`src/fdp_pkg.sv`:
```
/*
 * package for the front side bus data phase control ends: widths, lane map, timing counts.
 * assumes both ends share one clock, clk_sys at 100 MHz.
 */
package fdp_pkg;
    // ---------------------------------------------------------------
    // widths
    // ---------------------------------------------------------------
    localparam int DATA_W   = 64;
    localparam int LANE_W   = 16;
    localparam int LANES    = 4;
    // ---------------------------------------------------------------
    // lane positions and inversion limit
    // ---------------------------------------------------------------
    localparam int LANE0_LSB = 0;
    localparam int LANE1_LSB = 16;
    localparam int LANE2_LSB = 32;
    localparam int LANE3_LSB = 48;
    localparam int INV_LIMIT = 8;
    // ---------------------------------------------------------------
    // reset values and counts
    // ---------------------------------------------------------------
    localparam logic [63:0] DATA_RST   = 64'h0;
    localparam logic [3:0]  FLAGS_RST  = 4'h0;
    localparam int          TURN_CYC   = 1;
    localparam logic [4:0]  INV_LIMIT5 = 5'h08;

    typedef enum logic [1:0] {FDP_IDLE, FDP_DRIVE, FDP_RELEASE} fdp_state_t;
endpackage

```
`src/fdp_bus_if.sv`:
```
/*
 * shared data phase wires of the front side bus between the processor end and the agent end.
 * assumes the testbench resolves the wired lines from the two enables.
 */
`timescale 1ns/100ps
interface fdp_bus_if;
    // ---------------------------------------------------------------
    // processor end drive
    // ---------------------------------------------------------------
    logic [63:0] cpu_data;
    logic [3:0]  cpu_parity;
    logic [3:0]  cpu_invert;
    logic        cpu_valid;
    logic        cpu_in_use;
    logic        cpu_oe;
    // ---------------------------------------------------------------
    // agent end drive
    // ---------------------------------------------------------------
    logic [63:0] agt_data;
    logic [3:0]  agt_parity;
    logic [3:0]  agt_invert;
    logic        agt_valid;
    logic        agt_in_use;
    logic        agt_oe;
    logic        out_of_order_indication;
    logic        debug_system_reset;

    modport cpu_end (
        output cpu_data, cpu_parity, cpu_invert, cpu_valid, cpu_in_use, cpu_oe,
        input  agt_data, agt_parity, agt_invert, agt_valid, agt_in_use, agt_oe,
        input  out_of_order_indication, debug_system_reset
    );
    modport agent_end (
        output agt_data, agt_parity, agt_invert, agt_valid, agt_in_use, agt_oe,
        output out_of_order_indication, debug_system_reset,
        input  cpu_data, cpu_parity, cpu_invert, cpu_valid, cpu_in_use, cpu_oe
    );
endinterface // fdp_bus_if

```
`src/fdp_cpu.sv`:
```
/*
 * processor end of the data phase control: drives and receives data phases, sees out_of_order_indication.
 * assumes the agent end keeps off the data path while this end's in-use flag is high.
 */
`timescale 1ns/100ps
// Notes on behaviour
// - driver holds in-use while it owns data
// - take data path only after in-use drops
// - addressed agent raises out-of-order indication
// - four parity lines guard sixty-four data
// - parity driven only by current data driver
// - invert lane when over half bits low
// - data-valid per transfer, gaps allowed
module fdp_cpu (
    // clock and reset
    input  wire logic        clk_sys,
    input  wire logic        reset_n,
    // bus side
    fdp_bus_if.cpu_end       bus,
    // user: outgoing transfer
    input  wire logic        tx_req,
    input  wire logic [63:0] tx_data,
    input  wire logic        tx_last,
    input  wire logic        tx_idle,
    output logic             tx_taken,
    // user: incoming transfer and status
    output logic [63:0]      rx_data,
    output logic             rx_valid,
    output logic             rx_parity_err,
    output logic             deferred,
    output logic             probe_reset_seen
);
    // ---------------------------------------------------------------
    // lane encode and decode
    // ---------------------------------------------------------------
    logic [63:0] enc_data;
    logic [3:0]  enc_inv;
    logic [3:0]  enc_par;
    logic [63:0] dec_data;
    logic [3:0]  dec_par;
    logic [63:0] cin_data;
    logic [3:0]  cin_par;
    logic [3:0]  cin_inv;
    logic        cin_valid;
    logic        cin_use;
    logic        cin_use_q;
    logic        cin_dfr;
    logic        cin_dbr;

    genvar g;
    generate
        for (g = 0; g < fdp_pkg::LANES; g++) begin : g_lane
            logic [15:0] raw;
            logic [4:0]  ones;
            assign raw = tx_data[g*fdp_pkg::LANE_W +: fdp_pkg::LANE_W];
            assign ones = 5'($countones(raw));
            // invert lane when more than half its bits are low
            assign enc_inv[g] = (5'(16) - ones) > fdp_pkg::INV_LIMIT5;
            assign enc_data[g*16 +: 16] = enc_inv[g] ? ~raw : raw;
            assign enc_par[g] = ^{enc_data[g*16 +: 16], enc_inv[g]};
            assign dec_data[g*16 +: 16] = cin_inv[g] ? ~cin_data[g*16 +: 16] : cin_data[g*16 +: 16];
            assign dec_par[g] = ^{cin_data[g*16 +: 16], cin_inv[g]};
        end
    endgenerate

    // ---------------------------------------------------------------
    // input capture
    // ---------------------------------------------------------------
    always_ff @(posedge clk_sys or negedge reset_n) begin
        if (!reset_n) begin
            cin_data  <= fdp_pkg::DATA_RST;
            cin_par   <= fdp_pkg::FLAGS_RST;
            cin_inv   <= fdp_pkg::FLAGS_RST;
            cin_valid <= 1'b0;
            cin_use   <= 1'b0;
            cin_use_q <= 1'b0;
            cin_dfr   <= 1'b0;
            cin_dbr   <= 1'b0;
        end else begin
            cin_data  <= bus.agt_data;
            cin_par   <= bus.agt_parity;
            cin_inv   <= bus.agt_invert;
            cin_valid <= bus.agt_valid;
            cin_use   <= bus.agt_in_use;
            cin_use_q <= cin_use;
            cin_dfr   <= bus.out_of_order_indication;
            cin_dbr   <= bus.debug_system_reset;
        end
    end

    // ---------------------------------------------------------------
    // drive state
    // ---------------------------------------------------------------
    fdp_pkg::fdp_state_t st_q, st_d;
    logic [63:0] dat_q, dat_d;
    logic [3:0]  par_q, par_d, inv_q, inv_d;
    logic        val_q, val_d, use_q, use_d, oe_q, oe_d, tk_q, tk_d;
    logic [63:0] rxd_q, rxd_d;
    logic        rxv_q, rxv_d, rxe_q, rxe_d, dfr_q, dbr_q;

    always_comb begin
        st_d  = st_q;
        dat_d = dat_q;
        par_d = par_q;
        inv_d = inv_q;
        val_d = 1'b0;
        use_d = use_q;
        oe_d  = oe_q;
        tk_d  = 1'b0;
        rxv_d = cin_valid;
        rxd_d = cin_valid ? dec_data : rxd_q;
        rxe_d = cin_valid && (dec_par != cin_par);
        unique case (st_q)
            fdp_pkg::FDP_IDLE: begin
                // no takeover before other end drops in-use
                if (tx_req && !bus.agt_in_use && !cin_use && !cin_use_q) begin
                    st_d  = fdp_pkg::FDP_DRIVE;
                    use_d = 1'b1;
                    oe_d  = 1'b1;
                end
            end
            fdp_pkg::FDP_DRIVE: begin
                if (tx_req && !tx_idle) begin
                    dat_d = enc_data;
                    inv_d = enc_inv;
                    par_d = enc_par;
                    val_d = 1'b1;
                    tk_d  = 1'b1;
                    if (tx_last) begin
                        st_d = fdp_pkg::FDP_RELEASE;
                    end
                end
            end
            fdp_pkg::FDP_RELEASE: begin
                use_d = 1'b0;
                oe_d  = 1'b0;
                st_d  = fdp_pkg::FDP_IDLE;
            end
            default: st_d = fdp_pkg::FDP_IDLE;
        endcase
    end

    always_ff @(posedge clk_sys or negedge reset_n) begin
        if (!reset_n) begin
            st_q  <= fdp_pkg::FDP_IDLE;
            dat_q <= fdp_pkg::DATA_RST;
            par_q <= fdp_pkg::FLAGS_RST;
            inv_q <= fdp_pkg::FLAGS_RST;
            val_q <= 1'b0;
            use_q <= 1'b0;
            oe_q  <= 1'b0;
            tk_q  <= 1'b0;
            rxd_q <= fdp_pkg::DATA_RST;
            rxv_q <= 1'b0;
            rxe_q <= 1'b0;
            dfr_q <= 1'b0;
            dbr_q <= 1'b0;
        end else begin
            st_q  <= st_d;
            dat_q <= dat_d;
            par_q <= par_d;
            inv_q <= inv_d;
            val_q <= val_d;
            use_q <= use_d;
            oe_q  <= oe_d;
            tk_q  <= tk_d;
            rxd_q <= rxd_d;
            rxv_q <= rxv_d;
            rxe_q <= rxe_d;
            dfr_q <= cin_dfr;
            dbr_q <= cin_dbr;
        end
    end

    assign bus.cpu_data   = dat_q;
    assign bus.cpu_parity = par_q;
    assign bus.cpu_invert = inv_q;
    assign bus.cpu_valid  = val_q;
    assign bus.cpu_in_use = use_q;
    assign bus.cpu_oe     = oe_q;
    assign tx_taken         = tk_q;
    assign rx_data          = rxd_q;
    assign rx_valid         = rxv_q;
    assign rx_parity_err    = rxe_q;
    assign deferred         = dfr_q;
    assign probe_reset_seen = dbr_q;
endmodule // fdp_cpu

```
`src/flat_wrapper.sv`:
```
// flat-port wrapper written by rule: the top's interface ports become plain ports
module fdp_cpu_flat 
  (clk_sys, reset_n, tx_req, tx_data, tx_last, tx_idle, tx_taken, rx_data, rx_valid, rx_parity_err, deferred, probe_reset_seen, bus_cpu_data, bus_cpu_parity, bus_cpu_invert, bus_cpu_valid, bus_cpu_in_use, bus_cpu_oe, bus_agt_data, bus_agt_parity, bus_agt_invert, bus_agt_valid, bus_agt_in_use, bus_agt_oe, bus_out_of_order_indication, bus_debug_system_reset);
  fdp_bus_if bus_i ();
  input  wire logic clk_sys;
  input  wire logic reset_n;
  input  wire logic tx_req;
  input  wire logic [63:0] tx_data;
  input  wire logic tx_last;
  input  wire logic tx_idle;
  output logic tx_taken;
  output logic [63:0] rx_data;
  output logic rx_valid;
  output logic rx_parity_err;
  output logic deferred;
  output logic probe_reset_seen;
  output wire logic [$bits(bus_i.cpu_data)-1:0] bus_cpu_data;
  output wire logic [$bits(bus_i.cpu_parity)-1:0] bus_cpu_parity;
  output wire logic [$bits(bus_i.cpu_invert)-1:0] bus_cpu_invert;
  output wire logic [$bits(bus_i.cpu_valid)-1:0] bus_cpu_valid;
  output wire logic [$bits(bus_i.cpu_in_use)-1:0] bus_cpu_in_use;
  output wire logic [$bits(bus_i.cpu_oe)-1:0] bus_cpu_oe;
  input wire logic [$bits(bus_i.agt_data)-1:0] bus_agt_data;
  input wire logic [$bits(bus_i.agt_parity)-1:0] bus_agt_parity;
  input wire logic [$bits(bus_i.agt_invert)-1:0] bus_agt_invert;
  input wire logic [$bits(bus_i.agt_valid)-1:0] bus_agt_valid;
  input wire logic [$bits(bus_i.agt_in_use)-1:0] bus_agt_in_use;
  input wire logic [$bits(bus_i.agt_oe)-1:0] bus_agt_oe;
  input wire logic [$bits(bus_i.out_of_order_indication)-1:0] bus_out_of_order_indication;
  input wire logic [$bits(bus_i.debug_system_reset)-1:0] bus_debug_system_reset;
  assign bus_cpu_data = bus_i.cpu_data;
  assign bus_cpu_parity = bus_i.cpu_parity;
  assign bus_cpu_invert = bus_i.cpu_invert;
  assign bus_cpu_valid = bus_i.cpu_valid;
  assign bus_cpu_in_use = bus_i.cpu_in_use;
  assign bus_cpu_oe = bus_i.cpu_oe;
  assign bus_i.agt_data = bus_agt_data;
  assign bus_i.agt_parity = bus_agt_parity;
  assign bus_i.agt_invert = bus_agt_invert;
  assign bus_i.agt_valid = bus_agt_valid;
  assign bus_i.agt_in_use = bus_agt_in_use;
  assign bus_i.agt_oe = bus_agt_oe;
  assign bus_i.out_of_order_indication = bus_out_of_order_indication;
  assign bus_i.debug_system_reset = bus_debug_system_reset;
  fdp_cpu u_core (.clk_sys(clk_sys), .reset_n(reset_n), .bus(bus_i), .tx_req(tx_req), .tx_data(tx_data), .tx_last(tx_last), .tx_idle(tx_idle), .tx_taken(tx_taken), .rx_data(rx_data), .rx_valid(rx_valid), .rx_parity_err(rx_parity_err), .deferred(deferred), .probe_reset_seen(probe_reset_seen));
endmodule
```
`config.mk`:
```
export PLATFORM = sky130hd
export DESIGN_NAME = fdp_cpu_flat
export DESIGN_NICKNAME = d
export VERILOG_FILES = /design/src/fdp_pkg.sv /design/src/fdp_bus_if.sv /design/src/fdp_cpu.sv /design/src/flat_wrapper.sv
export SDC_FILE = /design/constraint.sdc
export NUM_CORES = 1
export LEC_CHECK = 0
export ABC_AREA = 1
export BUFFER_PORTS_ARGS = -buffer_cell sky130_fd_sc_hd__buf_2
export CORE_AREA = 2 2 152 154
export DETAILED_ROUTE_END_ITERATION = 12
export DIE_AREA = 0 0 154 156
export GPL_ROUTABILITY_DRIVEN = 0
export PLACE_DENSITY = 0.81
export SLEW_MARGIN = 20
export SYNTH_ARGS = -nofsm -noshare
export SYNTH_HDL_FRONTEND = slang
export SYNTH_SLANG_ARGS = --single-unit
```
`constraint.sdc`:
```
create_clock -name clk_sys -period 1.75 [get_ports clk_sys]
set_clock_uncertainty 0.05 [all_clocks]
set_input_delay 0.2625 -clock clk_sys [delete_from_list [all_inputs] [get_ports clk_sys]]
set_output_delay 0.2625 -clock clk_sys [all_outputs]
set_load 0.02 [all_outputs]
```
==> metrics <==
final worst slack=-1830 ps; Fin. Hold Viols=0; Core ar.=between 0.02 and 0.025 mm^2; most frequent cells after synthesis=295 x nand2_1, 221 x dfrtp_1, 173 x xnor2_1; Setup crit end kind=flop; Layout fillers=around 1200; DR WL met2=just under 20000 um; I/O Buffers=roughly 290; PD cells=1630 mW/mm^2; Longest Clk Path Bufs=3; DRT met1 WL=12600 um; FF-to-FF End=u_core.rx_parity_err; Tot GR Track Use=between 20 and 30%; count leader, synth=nand2_1; static leakage=0.00891 uW; Tcrit/Tclk final=205%; FMAX=roughly 280 MHz; Inserted Clock Buffers=24; Routed Antenna Nets=0; switching share of power=38.7%; top cell type's share of synthesized area=45.5%; Sw Pwr=between 10000 and 15000 uW; failing checks=setup timing; IO Count=290; r2r startpoint=u_core.cin_data[58]; H-tree depth=1; number of global-route vias before repair=11000; Hold Path Sink=u_core.st_q[0]; Yosys top cell by area=dfrtp_1; status=finished with violations; die area=0.0240 mm^2; Worst-Skew Late Latency=approximately 530 ps; unrepaired setup endpoints after global routing=true; initial antenna violation count=3; WHS Path Cells=5; Initial DRC Count=573; area growth from synthesis to layout=46.5%; number of cell rows=55; distinct cell type count after synthesis=31; detailed-route via count=between 10000 and 15000; final wirelength=36600 um; First-pass DRT Iterations=7; Area contributors post-synth=dfrtp_1 46%, xnor2_1 12%, nand2_1 9.1%; share of layout cells above drive strength 1=37.4%; Worst-path clk slew=~60 ps; MaxCap Viol Count=0; Min-Delay Path Class=in2reg; TritonCTS clock tree=done; Worst-Margin Slew=around 500 ps; Die X=roughly 150 um; Cells after DPL=between 1500 and 2000; post-route insts no fill=1993; Worst Path Required=about 2200 ps; Seq pwr share=about a quarter; Die Span Y=around 160 um; nets=roughly 1900; GRT Residual Overflow=0; register area=about 0.0055 mm^2; Avg Cell Area, Syn=a little under 10 um^2; DP HPWL=21700 um; Setup CP Type=in2reg; CP Max Fanout=5; first-pass GRT wire length=roughly 55000 um; CTS Root Cell=clkbuf_16; FF-to-FF path depth=12; Fin Setup TNS=-122590 ps; Ys Warns=0; combinational share of power=slightly below 60%; routed len/inst=18.4 um; Met3 Wirelength=approximately 2600 um; Syn Inst Count=approximately 1200; area of the multi-input gates=0.00707 mm^2; number of remaining DRC errors=0; Clock power frac=roughly 18%; slew margin rel.=between 60% and 70%; ys async rst share=between 90% and 100%; largest net degree at the start of global routing=130; Final min period=between 3000 and 4000 ps; Post-Syn Area=about 0.012 mm^2; clock sinks=roughly 220; worst hold start=tx_req; Critical Path Source Type=input port; final setup fails=72; max layer used=met5; FF+latch count, synth=approximately 220; Pint=approximately 18000 uW; r2r setup slk=about 20 ps; max-slew violations=0; CP arrival=roughly 4000 ps; syn nets=1481; vias per cell=between 5 and 6; count of flip-flops with a built-in enable after synthesis=0; Most used DFF post-synth=dfrtp_1; Initial Util=54.3%; peak supply drop=1460 uV; post-synthesis sequential area ratio=45.5%
-- metal layers --
metal	track usage, %	vias up
li1	-	4731
met1	31.6	5038
met2	53.9	436
met3	7.17	125
met4	11.7	2
met5	0	-
-- cell families after synthesis --
family / share of synthesized area (%)
and+or+nand+nor: 12.2
DFF: 45.5
xor gates and xnor gates: 16.8
buffers and inverters: 6.45
AOI/OAI and AO/OA: 5.89
adders and majority gates: 13.2
-- how the worst max path moves through the flow --
stage | from | endpoint | slack (ps) | cells after the start
floorplan | tx_data[52] | u_core.bus.cpu_parity[3] | -2090 | 14
global placement | tx_data[52] | u_core.bus.cpu_data[54] | -2290 | 14
detailed placement | tx_data[52] | u_core.bus.cpu_data[54] | -2360 | 14
CTS | tx_data[51] | u_core.bus.cpu_parity[3] | -1760 | 15
global route | tx_data[4] | u_core.bus.cpu_data[10] | -1900 | 14
finish | tx_data[63] | u_core.bus.cpu_parity[3] | -1830 | 17
-- worst max-delay path, stage by stage --
cell and delay [ps]:
buf_2 140, ha_4 160, fa_1 500, fa_2 550, inv_2 40, fa_2 340, fa_1 500, ha_2 210
fa_2 540, o31ai_4 80, nand2_4 120, xor2_2 170, buf_4 130, nor2_2 20, nand2_1 80, nand2_1 60
nor2_2 70
-- registers in the layout, summed over array words and instances (netlist names) --
name,flops
u_core.bus.cpu_data,64
u_core.cin_data,64
u_core.rx_data,64
u_core.bus.cpu_invert,4
u_core.bus.cpu_parity,4
u_core.cin_inv,4
u_core.cin_par,4
u_core.st_q,2
u_core.bus.cpu_in_use,1
u_core.bus.cpu_valid,1
u_core.cin_dbr,1
u_core.cin_dfr,1
u_core.cin_use,1
u_core.cin_use_q,1
u_core.cin_valid,1
u_core.deferred,1
u_core.probe_reset_seen,1
u_core.rx_parity_err,1
u_core.rx_valid,1
-- cell type report --
| type | instances | share of cell area, % |
|---|---|---|
| multi-input combinational | 824 | 39.7 |
| sequential | 221 | 31.1 |
| tap | 285 | 2.00 |
| timing repair buffer | 476 | 19.7 |
| inverter | 143 | 3.02 |
| clock buffer | 29 | 3.65 |
| antenna | 4 | 0.0562 |
| clock inverter | 11 | 0.829 |
-- cells in the final DEF, fill, tap and decap left out, types with 24 or more instances in the layout --
cell             n
clkbuf_16       26
fa_1            24
dfrtp_1        221
dlygate4sd3_1   80
buf_2          257
xnor2_1        108
nand2_1        280
o21ai_1         48
xnor2_2         59
buf_6           27
ha_4            24
buf_4           88
inv_1          127
o21ai_0         66
ha_1            36
-- power by group through the flow --
stage	clock network [uW]	registers [uW]	logic, uW
after detailed placement	0	6870	12700
after CTS	5260	6830	14200
final	5200	6900	17000
after global routing	5450	7010	18100
after global placement	0	6840	12300
after floorplan	0	8000	8140
-- what timing repair did --
| item | in CTS | in global routing |
|---|---|---|
| hold buffers | 80 | 0 |
| cloned | 1 | 2 |
| hold endpoints to repair | 300 | 0 |
| buffers inserted | 5 | 8 |
| endpoints found under the setup margin | 72 | 73 |
| gates resized for setup | 93 | 88 |
| pin swaps | 68 | 34 |
-- per-stage QoR --
step	cell area, um^2	utilization (%)	total power [uW]	hold slack [ps]	setup WS (ps)
after global routing	17800	79.6	30600	55.5	-1900
after floorplan	12700	-	16100	-83.1	-2090
after CTS	17200	76.9	26300	35.3	-1760
after global placement	15100	67.4	19200	125	-2290
final	17800	79.6	29100	61.3	-1830
after detailed placement	15100	67.4	19600	121	-2360
Power figures use the tool's default switching activity.
